==> src/logic/parallel_io_regs.vh <==
// register offsets, reset values and line masks of the three-port parallel io block
// assumes an 8-bit data-space address from the core
`ifndef PARALLEL_IO_REGS_VH
`define PARALLEL_IO_REGS_VH
// ********************************
// data-space offsets
// ********************************
`define PIO_ADDR_DATA_A 8'hc0
`define PIO_ADDR_DATA_B 8'hc1
`define PIO_ADDR_DATA_C 8'hc2
`define PIO_ADDR_DIR_A 8'hc4
`define PIO_ADDR_DIR_B 8'hc5
`define PIO_ADDR_DIR_C 8'hc6
// ********************************
// reset values
// ********************************
`define PIO_RST_DATA_A 8'h00
`define PIO_RST_DATA_B 8'h00
`define PIO_RST_DATA_C 8'h04
`define PIO_RST_DIR_A 8'h00
`define PIO_RST_DIR_B 8'h00
`define PIO_RST_DIR_C 8'h04
// ********************************
// per-line drive options (1 = push-pull, else open-drain)
// ********************************
`define PIO_PUSHPULL_A 8'h0f
`define PIO_PUSHPULL_B 8'hff
`define PIO_PUSHPULL_C 8'h00
// lines that own a pull-up (high-voltage open-drain lines have none)
`define PIO_PULLUP_A 8'h0f
`define PIO_PULLUP_B 8'hff
`define PIO_PULLUP_C 8'h0f
// lines shared with the serial peripheral: clock 0, data 1, enable 3
`define PIO_SERIAL_C 8'h0b
`define PIO_BIT_SCLK 0
`define PIO_BIT_SDATA 1
`define PIO_BIT_SEN 3
`define PIO_BIT_POWER_INTERRUPT_INPUT 4
`define PIO_BIT_INFRARED_INTERRUPT_INPUT 6
`define PIO_READ_ZERO 8'h00
`endif

==> src/logic/three_port_parallel_io.v <==
// three 8-bit parallel io ports (a, b, c) mapped as data-space registers
// assumes a single-cycle core data-space strobe; pad cells supply schmitt inputs
`timescale 1ns/1ns
`include "parallel_io_regs.vh"

// How it works
// - direction bit 0 makes the line input, 1 makes it output
// - input: data 0 enables pull-up, data 1 disables; output: data drives line
// - data register read returns pin levels for input lines
// - data register write stores value driven on output lines
// - bit n of each register controls and reports line n
// - direction registers read and write like ordinary locations; data registers do so on output lines only
// - reset clears port registers: all lines input, pull-up on lines that have one, port c excepted
// - port c data resets to 04h, line two high impedance
// - port c direction resets to 04h, line two output
// - drive fixed: a0-3 and b push-pull, rest open-drain
// - high-voltage open-drain lines have no pull-up
// - serial lines on port c drive AND of peripheral and data bit
// - port c lines carry serial clock, data, enable, power and infrared inputs
// - all lines sample through schmitt-trigger inputs
module three_port_parallel_io (
  input wire sys_clk_i,
  input wire rst_i,
  input wire [7:0] addr_i,
  input wire wr_en_i,
  input wire rd_en_i,
  input wire [7:0] wr_data_i,
  output reg [7:0] rd_data_o,
  input wire [7:0] port_a_pin_i,
  input wire [7:0] port_b_pin_i,
  input wire [7:0] port_c_pin_i,
  output wire [7:0] port_a_pin_o,
  output wire [7:0] port_b_pin_o,
  output wire [7:0] port_c_pin_o,
  output wire [7:0] port_a_pin_oe_o,
  output wire [7:0] port_b_pin_oe_o,
  output wire [7:0] port_c_pin_oe_o,
  output wire [7:0] port_a_pullup_o,
  output wire [7:0] port_b_pullup_o,
  output wire [7:0] port_c_pullup_o,
  input wire serial_clock_i,
  input wire serial_data_i,
  input wire serial_enable_line_i,
  output wire serial_clock_pin_o,
  output wire serial_data_pin_o,
  output wire power_interrupt_input_o,
  output wire infrared_interrupt_input_o
);

  // ********************************
  // register file
  // ********************************
  // one-hot select position of each mapped register
  localparam SEL_DATA_A = 0;
  localparam SEL_DATA_B = 1;
  localparam SEL_DATA_C = 2;
  localparam SEL_DIR_A = 3;
  localparam SEL_DIR_B = 4;
  localparam SEL_DIR_C = 5;
  // ports stacked a, b, c from the low end of the gathered views
  localparam PORT_A = 0;
  localparam PORT_B = 1;
  localparam PORT_C = 2;
  localparam PORT_COUNT = 3;
  localparam LINE_COUNT = 8;

  reg [7:0] port_a_data_latch_reg;
  reg [7:0] port_b_data_latch_reg;
  reg [7:0] port_c_data_latch_reg;
  reg [7:0] port_a_direction_reg;
  reg [7:0] port_b_direction_reg;
  reg [7:0] port_c_direction_reg;
  reg [7:0] rd_data_next;
  wire [5:0] reg_sel;
  wire [7:0] serial_out_c;
  wire [7:0] drive_c;

  // gathered views of the three ports, one byte per port
  wire [23:0] dir_all;
  wire [23:0] latch_all;
  wire [23:0] pin_all;
  wire [23:0] value_all;
  wire [23:0] pushpull_all;
  wire [23:0] has_pullup_all;
  wire [23:0] oe_all;
  wire [23:0] pullup_all;
  wire [23:0] view_all;

  // read mux: input lines show the pin, output lines show the latch
  function [7:0] line_view;
    input [7:0] dir;
    input [7:0] latch;
    input [7:0] pin;
    begin
      line_view = (dir & latch) | (~dir & pin);
    end
  endfunction

  // pull-up only where the line has one and both bits are zero
  function [7:0] pullup_on;
    input [7:0] dir;
    input [7:0] latch;
    input [7:0] has_pullup;
    begin
      pullup_on = ~dir & ~latch & has_pullup;
    end
  endfunction

  // drive value and enable: push-pull drives both levels, open-drain only sinks
  function [7:0] drive_en;
    input [7:0] dir;
    input [7:0] value;
    input [7:0] pushpull;
    begin
      drive_en = dir & (pushpull | ~value);
    end
  endfunction

  // address decode shared by the write and read paths so both always agree
  function [5:0] reg_select;
    input [7:0] addr;
    begin
      reg_select = 6'h00;
      case (addr)
        `PIO_ADDR_DATA_A: reg_select[SEL_DATA_A] = 1'b1;
        `PIO_ADDR_DATA_B: reg_select[SEL_DATA_B] = 1'b1;
        `PIO_ADDR_DATA_C: reg_select[SEL_DATA_C] = 1'b1;
        `PIO_ADDR_DIR_A: reg_select[SEL_DIR_A] = 1'b1;
        `PIO_ADDR_DIR_B: reg_select[SEL_DIR_B] = 1'b1;
        `PIO_ADDR_DIR_C: reg_select[SEL_DIR_C] = 1'b1;
        default: reg_select = 6'h00;
      endcase
    end
  endfunction

  assign reg_sel = reg_select(addr_i);

  // ********************************
  // register writes
  // ********************************
  // register writes; port c comes out of reset with line two driven high-z
  // clear on reset, port c data and direction to 04h
  always @(posedge sys_clk_i or posedge rst_i) begin
    if (rst_i) begin
      port_a_data_latch_reg <= `PIO_RST_DATA_A;
      port_b_data_latch_reg <= `PIO_RST_DATA_B;
      port_c_data_latch_reg <= `PIO_RST_DATA_C;
      port_a_direction_reg <= `PIO_RST_DIR_A;
      port_b_direction_reg <= `PIO_RST_DIR_B;
      port_c_direction_reg <= `PIO_RST_DIR_C;
    end else if (wr_en_i) begin
      if (reg_sel[SEL_DATA_A]) begin
        port_a_data_latch_reg <= wr_data_i;
      end
      if (reg_sel[SEL_DATA_B]) begin
        port_b_data_latch_reg <= wr_data_i;
      end
      if (reg_sel[SEL_DATA_C]) begin
        port_c_data_latch_reg <= wr_data_i;
      end
      if (reg_sel[SEL_DIR_A]) begin
        port_a_direction_reg <= wr_data_i;
      end
      if (reg_sel[SEL_DIR_B]) begin
        port_b_direction_reg <= wr_data_i;
      end
      if (reg_sel[SEL_DIR_C]) begin
        port_c_direction_reg <= wr_data_i;
      end
    end
  end

  // ********************************
  // read path
  // ********************************
  // read decode; pins are taken as already synchronous (schmitt pads outside)
  // pins read back
  always @* begin
    rd_data_next = `PIO_READ_ZERO;
    if (reg_sel[SEL_DATA_A]) begin
      rd_data_next = view_all[PORT_A*LINE_COUNT +: LINE_COUNT];
    end
    if (reg_sel[SEL_DATA_B]) begin
      rd_data_next = view_all[PORT_B*LINE_COUNT +: LINE_COUNT];
    end
    if (reg_sel[SEL_DATA_C]) begin
      rd_data_next = view_all[PORT_C*LINE_COUNT +: LINE_COUNT];
    end
    if (reg_sel[SEL_DIR_A]) begin
      rd_data_next = port_a_direction_reg;
    end
    if (reg_sel[SEL_DIR_B]) begin
      rd_data_next = port_b_direction_reg;
    end
    if (reg_sel[SEL_DIR_C]) begin
      rd_data_next = port_c_direction_reg;
    end
  end

  // registered read data, one cycle after the read strobe
  // ordinary location reads
  always @(posedge sys_clk_i or posedge rst_i) begin
    if (rst_i) begin
      rd_data_o <= `PIO_READ_ZERO;
    end else if (rd_en_i) begin
      rd_data_o <= rd_data_next;
    end
  end

  // ********************************
  // gathered per-port views
  // ********************************
  // the same cell template serves all three ports once they sit side by side
  assign dir_all = {port_c_direction_reg, port_b_direction_reg, port_a_direction_reg};
  assign latch_all = {port_c_data_latch_reg, port_b_data_latch_reg, port_a_data_latch_reg};
  assign pin_all = {port_c_pin_i, port_b_pin_i, port_a_pin_i};
  // port c drives the serial-gated value; a and b drive the latch as written
  assign value_all = {drive_c, port_b_data_latch_reg, port_a_data_latch_reg};
  assign pushpull_all = {`PIO_PUSHPULL_C, `PIO_PUSHPULL_B, `PIO_PUSHPULL_A};
  assign has_pullup_all = {`PIO_PULLUP_C, `PIO_PULLUP_B, `PIO_PULLUP_A};

  // ********************************
  // per-port cells
  // ********************************
  genvar port_n;
  generate
    for (port_n = 0; port_n < PORT_COUNT; port_n = port_n + 1) begin : port_cell
      localparam SLICE_LO = port_n * LINE_COUNT;
      wire [7:0] cell_dir;
      wire [7:0] cell_latch;
      wire [7:0] cell_pin;
      wire [7:0] cell_value;
      wire [7:0] cell_pushpull;
      wire [7:0] cell_has_pullup;
      // one byte of each gathered view per port
      assign cell_dir = dir_all[SLICE_LO +: LINE_COUNT];
      assign cell_latch = latch_all[SLICE_LO +: LINE_COUNT];
      assign cell_pin = pin_all[SLICE_LO +: LINE_COUNT];
      assign cell_value = value_all[SLICE_LO +: LINE_COUNT];
      assign cell_pushpull = pushpull_all[SLICE_LO +: LINE_COUNT];
      assign cell_has_pullup = has_pullup_all[SLICE_LO +: LINE_COUNT];
      assign oe_all[SLICE_LO +: LINE_COUNT] = drive_en(cell_dir, cell_value, cell_pushpull);
      assign pullup_all[SLICE_LO +: LINE_COUNT] = pullup_on(cell_dir, cell_latch, cell_has_pullup);
      assign view_all[SLICE_LO +: LINE_COUNT] = line_view(cell_dir, cell_latch, cell_pin);
    end
  endgenerate

  // ********************************
  // port c shared lines
  // ********************************
  // open-drain lines: gating the latch low is all the peripheral can do to a pin
  genvar line_n;
  generate
    for (line_n = 0; line_n < LINE_COUNT; line_n = line_n + 1) begin : c_line_cell
      if (line_n == `PIO_BIT_SCLK) begin : clock_line
        assign serial_out_c[line_n] = serial_clock_i;
      end else if (line_n == `PIO_BIT_SDATA) begin : data_line
        assign serial_out_c[line_n] = serial_data_i;
      end else if (line_n == `PIO_BIT_SEN) begin : enable_line
        assign serial_out_c[line_n] = serial_enable_line_i;
      end else begin : plain_line
        // lines the peripheral never touches pass the latch unchanged
        assign serial_out_c[line_n] = 1'b1;
      end
      // wired and
      // input lines keep the plain latch so the pull-up choice stays software's
      assign drive_c[line_n] = port_c_data_latch_reg[line_n] &
        (serial_out_c[line_n] | ~port_c_direction_reg[line_n]);
    end
  endgenerate

  // ********************************
  // pin outputs
  // ********************************
  // port a: lines 0-3 push-pull, 4-7 open-drain without pull-up
  assign port_a_pin_o = value_all[PORT_A*LINE_COUNT +: LINE_COUNT];
  assign port_a_pin_oe_o = oe_all[PORT_A*LINE_COUNT +: LINE_COUNT];
  assign port_a_pullup_o = pullup_all[PORT_A*LINE_COUNT +: LINE_COUNT];

  // port b: all push-pull with pull-ups
  assign port_b_pin_o = value_all[PORT_B*LINE_COUNT +: LINE_COUNT];
  assign port_b_pin_oe_o = oe_all[PORT_B*LINE_COUNT +: LINE_COUNT];
  assign port_b_pullup_o = pullup_all[PORT_B*LINE_COUNT +: LINE_COUNT];

  // port c: all open-drain, serial-gated value on the shared lines
  assign port_c_pin_o = value_all[PORT_C*LINE_COUNT +: LINE_COUNT];
  assign port_c_pin_oe_o = oe_all[PORT_C*LINE_COUNT +: LINE_COUNT];
  assign port_c_pullup_o = pullup_all[PORT_C*LINE_COUNT +: LINE_COUNT];

  // pin levels handed to the serial peripheral and the interrupt latches
  // special line taps
  assign serial_clock_pin_o = port_c_pin_i[`PIO_BIT_SCLK];
  assign serial_data_pin_o = port_c_pin_i[`PIO_BIT_SDATA];
  assign power_interrupt_input_o = port_c_pin_i[`PIO_BIT_POWER_INTERRUPT_INPUT];
  assign infrared_interrupt_input_o = port_c_pin_i[`PIO_BIT_INFRARED_INTERRUPT_INPUT];

endmodule

==> config.mk <==
export PLATFORM = sky130hd
export DESIGN_NAME = three_port_parallel_io
export DESIGN_NICKNAME = d
export VERILOG_FILES = /design/src/logic/three_port_parallel_io.v
export VERILOG_INCLUDE_DIRS = /design/src /design/src/logic
export SDC_FILE = /design/constraint.sdc
export NUM_CORES = 1
export LEC_CHECK = 0
export BUFFER_PORTS_ARGS = -buffer_cell sky130_fd_sc_hd__buf_4
export CORE_UTILIZATION = 55
export CTS_BUF_LIST = sky130_fd_sc_hd__clkbuf_2
export CTS_CLUSTER_DIAMETER = 30
export DETAILED_ROUTE_END_ITERATION = 10
export GPL_ROUTABILITY_DRIVEN = 0
export HOLD_SLACK_MARGIN = 0.06
export PLACE_DENSITY = 0.91
export SYNTH_ARGS = -nofsm -noshare
export SYNTH_HDL_FRONTEND = slang
export SYNTH_SLANG_ARGS = --single-unit
==> constraint.sdc <==
create_clock -name sys_clk_i -period 4.1 [get_ports sys_clk_i]
set_clock_uncertainty 0.1 [all_clocks]
set_input_delay 0.615 -clock sys_clk_i [delete_from_list [all_inputs] [get_ports sys_clk_i]]
set_output_delay 0.615 -clock sys_clk_i [all_outputs]
set_load 0.005 [all_outputs]
== Word-level counts from Yosys, hierarchy flattened ==
Index checks and enable logic that the tools add are counted.
W data, S select, Z words.

* Register bits after elaboration: 56
* Word-level logic and storage cells: 61

* Equality and inequality tests: 6
* Mux-type cells: 12
* Bitwise logic cells: 30
* Reduce and logical (&&, ||, !) cells: 6

{| class="wikitable"
|+ Operators with widths
! kind !! count
|-
| $and A8 B8 Y8 || 9
|-
| $eq A8 B8 Y1 const B || 6
|-
| $mux W8 || 6
|-
| $not A8 Y8 || 6
|-
| $or A8 B8 Y8 || 3
|-
| $reduce_and A2 Y1 || 6
|-
| $and A4 B4 Y4 || 2
|-
| $mux W1 || 6
|-
| $not A4 Y4 || 1
|-
| $and A1 B1 Y1 || 3
|-
| $not A1 Y1 || 3
|-
| $or A1 B1 Y1 || 3
|}

== Logic depth before layout (Yosys ltp) ==
* Depth after elaboration: 9
* Mapped depth: 6

== Worst setup path after synthesis ==
OpenSTA, ideal clock, no wires.

* Path kind: input -> register
* From: input addr_i[3]
* To: register port_b_direction_reg[0] (netlist: port_b_pin_oe_o[0])
* Data arrival time: 1781 ps
* Required time: 3875 ps
* Slack: 2094 ps
* Stages: 6
* Buffers on the path: 2
* Cell sequence: and4b_4 > and2_1 > buf_6 > and3_4 > buf_12 > mux2_4

* Cells in the longest elaborated chain, start to end: 3

{| class="wikitable"
|+ Ends and longest elaborated chain
! item !! line !! RTL
|-
| start: declaration || three_port_parallel_io.v:24 || <nowiki>input wire [7:0] addr_i,</nowiki>
|-
| $eq A8 B8 Y1 || three_port_parallel_io.v:124 || <nowiki>case (addr)</nowiki>
|-
| $mux W1 || three_port_parallel_io.v:124 ||
|-
| $reduce_and A2 Y1 (no source line) || -- ||
|-
| end signal: assignment || three_port_parallel_io.v:149 || <nowiki>port_b_direction_reg <= `PIO_RST_DIR_B;</nowiki>
|-
| end signal: assignment || three_port_parallel_io.v:165 || <nowiki>port_b_direction_reg <= wr_data_i;</nowiki>
|-
| end: declaration || three_port_parallel_io.v:71 || <nowiki>reg [7:0] port_b_direction_reg;</nowiki>
|}

No other way between the ends.
A chain may end at the register's enable or synchronous reset.

== Worst setup path after layout ==
* From: input addr_i[0]
* To: register port_c_direction_reg[1]

* Cells in the longest elaborated chain, start to end: 3

{| class="wikitable"
|+ Ends and longest elaborated chain
! item !! line !! RTL
|-
| $eq A8 B8 Y1 || three_port_parallel_io.v:124 ||
|-
| $mux W1 || three_port_parallel_io.v:124 ||
|-
| $reduce_and A2 Y1 (no source line) || -- ||
|-
| end signal: assignment || three_port_parallel_io.v:150 || <nowiki>port_c_direction_reg <= `PIO_RST_DIR_C;</nowiki>
|-
| end signal: assignment || three_port_parallel_io.v:168 || <nowiki>port_c_direction_reg <= wr_data_i;</nowiki>
|-
| end: declaration || three_port_parallel_io.v:72 || <nowiki>reg [7:0] port_c_direction_reg;</nowiki>
|}

No other way between the ends.

==> flow_summary.json <==
{
  "swShare": 0.2862,
  "die_width_um": 80.13,
  "cts.htree.levels": 2,
  "clk_path_buf_depth": 2,
  "status": "finished clean",
  "die-area_mm2": 0.006420,
  "regArea_mm2": 0.001404,
  "cts_setup_buffers": 0,
  "dp_hpwl_um": 6579,
  "drtAntennaViolNets": 0,
  "fin_ws_ns": 1.982,
  "power_density_mw_per_mm2": 253.5,
  "setup-tns-final_ns": 0,
  "critPathBufInv": 1,
  "ys_seq_area_frac": 0.4182,
  "ys_seq_elements": 56,
  "grt_usage": 0.2899,
  "tightest_slew_ns": 0.8841,
  "cts_hold_buffers": 0,
  "drt_pass1_iterations": 4,
  "ios": 131,
  "place_inst": 474,
  "critPathSlowestCell": "nand4_1",
  "root_buffer": "clkbuf_2",
  "p_int_mw": 0.7618,
  "min_period_ns": 2.118,
  "fill_cells": 481,
  "relSlewSlack": 0.4097,
  "antenna_found_initial": 0,
  "critPathKind": "input pin to flip-flop",
  "crit_fanout": 18,
  "cp_data_required_time_ns": 4.36,
  "slew_viol_final": 0,
  "finalHoldViolCount": 0,
  "cp_top_family": "simple AND/OR/NAND/NOR gates",
  "holdWs_ns": 0.1997,
  "dp_slack_ns": 1.508,
  "start_kind": "input pin",
  "final_area_mm2": 0.004209,
  "cts_resized": 0,
  "yosysUniqueCellTypes": 48,
  "drt_iter0_markers": 186,
  "cp.depth": 4,
  "avgSynthCellArea_um2": 11.15,
  "drive_gt1_frac": 0.4889,
  "grt_pass1_vias": 2792,
  "cts.sinks": 56,
  "netlist_area_mm2": 0.003357,
  "fin_crit_sh": 0.5167,
  "vdd_ir_drop_max_uv": 240.6,
  "multiInputGateArea_mm2": 0.001728,
  "wl_um": 8735,
  "cts_tree": "yes",
  "combinationalPowerShare": 0.226,
  "worstSetupEndpointType": "flip-flop",
  "final_util": 0.7109,
  "setup_viol": 0,
  "power_switching_mw": 0.3054,
  "p_leak_nw": 2.045,
  "cap_violations": 0,
  "clk_latency_ns": 0.46,
  "gr-total-overflow": 0,
  "port_buffers": 122,
  "start_util": 0.5670,
  "syn_to_final_growth_pct": 25.38,
  "via_per_inst": 5.861,
  "grt_first_pass_wirelength_um": 14060,
  "ys_warn_count": 0,
  "path_cells": "buf_4 -> nor2b_1 -> nand4_1 -> mux2_2",
  "p_total_mw": 1.067,
  "cts.clk_slew.worst_paths_ns": 0.27,
  "placementRows": 28,
  "cts_made_buffers": 5,
  "rsz0062_at_grt": "no",
  "die_y_um": 80.13,
  "r2r_slack_ns": 2.38,
  "core-area_mm2": 0.005921,
  "post_dp_cell_area_mm2": 0.004168,
  "r2r.worst_path.cells": 4,
  "final_cells": 482,
  "num-nets-final": 453,
  "grt_max_degree": 45,
  "vias": 2825,
  "synth_cells": 301,
  "n_antenna_cell": 0,
  "fmaxAchievable_mhz": 472.1,
  "seq_power_share": 0.577,
  "pwr-share-clk": 0.197,
  "wire_per_inst_um": 18.12,
  "cp.arrival_ns": 2.38,
  "hp-class": "input pin to asynchronous set/reset pin",
  "slowest_delay_ns": 0.58,
  "drc": 0
}
## layer usage
metal / global-route usage / wire, µm
met4: 0.1125 / 190
met3: 0.05114 / 691
met5: 0 / 0
met2: 0.4863 / 4384
met1: 0.3727 / 3469
## worst paths after layout
check,end,start
worst max-delay path,port_c_direction_reg[1],addr_i[0]
worst min-delay path,rd_data_o[7],rst_i
worst max register to register,rd_data_o[2],port_c_direction_reg[2]
max in group asynchronous,port_a_direction_reg[4],rst_i
min in group sys_clk_i,port_b_pin_oe_o[5],wr_data_i[5]
worst min register to register,port_a_pin_o[4],port_a_pin_o[4]
## placed cells by master, fill, tap and decap left out, types with 2 or more instances in the layout
master	instances
buf_4	123
dfrtp_1	54
mux2_2	45
nor2_1	28
mux2i_1	19
a21oi_1	15
nor2b_1	13
o22ai_1	9
nand2b_1	8
mux2_4	8
conb_1	8
a21boi_0	6
clkbuf_2	6
o21a_1	5
nor3b_1	5
a221o_1	5
inv_1	4
o21ai_0	4
nand2_1	4
o311ai_1	3
and2_1	2
nand3_2	2
or2_2	2
o211ai_1	2
a31o_2	2
a31oi_1	2
o311ai_0	2
dfstp_2	2
## area by class of cell
class | instances | area share
clock inverters | 2 | 0.002675
clock buffers | 6 | 0.007134
inverters | 5 | 0.004459
flip-flops and latches | 56 | 0.3335
well taps | 75 | 0.02229
multi-input cells | 215 | 0.4105
repair buffers | 123 | 0.2194
## power groups by stage
| stage | Clock, mW | Sequential, mW | Combinational, mW |
|---|---|---|---|
| 2_1_floorplan | 0 | 0.616 | 0.123 |
| 3_3_place_gp | 0 | 0.622 | 0.233 |
| 3_5_place_dp | 0 | 0.625 | 0.241 |
| 4_1_cts | 0.211 | 0.615 | 0.242 |
| 5_1_grt | 0.232 | 0.621 | 0.263 |
| 6_report | 0.210 | 0.616 | 0.241 |
## Yosys cell counts, drive strengths merged
cell type,count,area share
o311ai,5,0.013
nor3b,5,0.011
nor3,1,0.0048
and4b,1,0.0041
nand4bb,1,0.0082
a21boi,6,0.013
a211oi,1,0.0022
nand4,1,0.0019
a31o,2,0.0052
and3,2,0.0052
and2,2,0.0037
a21oi,15,0.022
o2111ai,1,0.0026
nand3,4,0.013
a41oi,1,0.0026
a31oi,2,0.0037
nor2,29,0.033
a221o,5,0.015
nand2,4,0.0045
and4,1,0.0026
nor4b,1,0.0026
nor2b,13,0.024
or4b,1,0.0041
mux2i,19,0.057
conb,1,0.0011
buf,28,0.065
or2,2,0.0037
o21a,5,0.011
clkbuf,4,0.0045
o21ai,4,0.0060
mux2,53,0.19
dfrtp,54,0.40
dfstp,2,0.016
o22ai,9,0.017
a22oi,1,0.0022
o211ai,2,0.0045
nand2b,8,0.015
inv,5,0.0056
## logic make-up (layout without fill, tap and decap cells)
family                 after synthesis  after routing  synth area share
and+or+nand+nor                     76             76            0.1416
AOI/OAI and AO/OA                   59             59            0.1208
other                                1              8          0.001117
buffers and inverters               37            136           0.07492
DFF                                 56             56            0.4182
muxes                               72             72            0.2434
(Power assumes the default switching activity.)
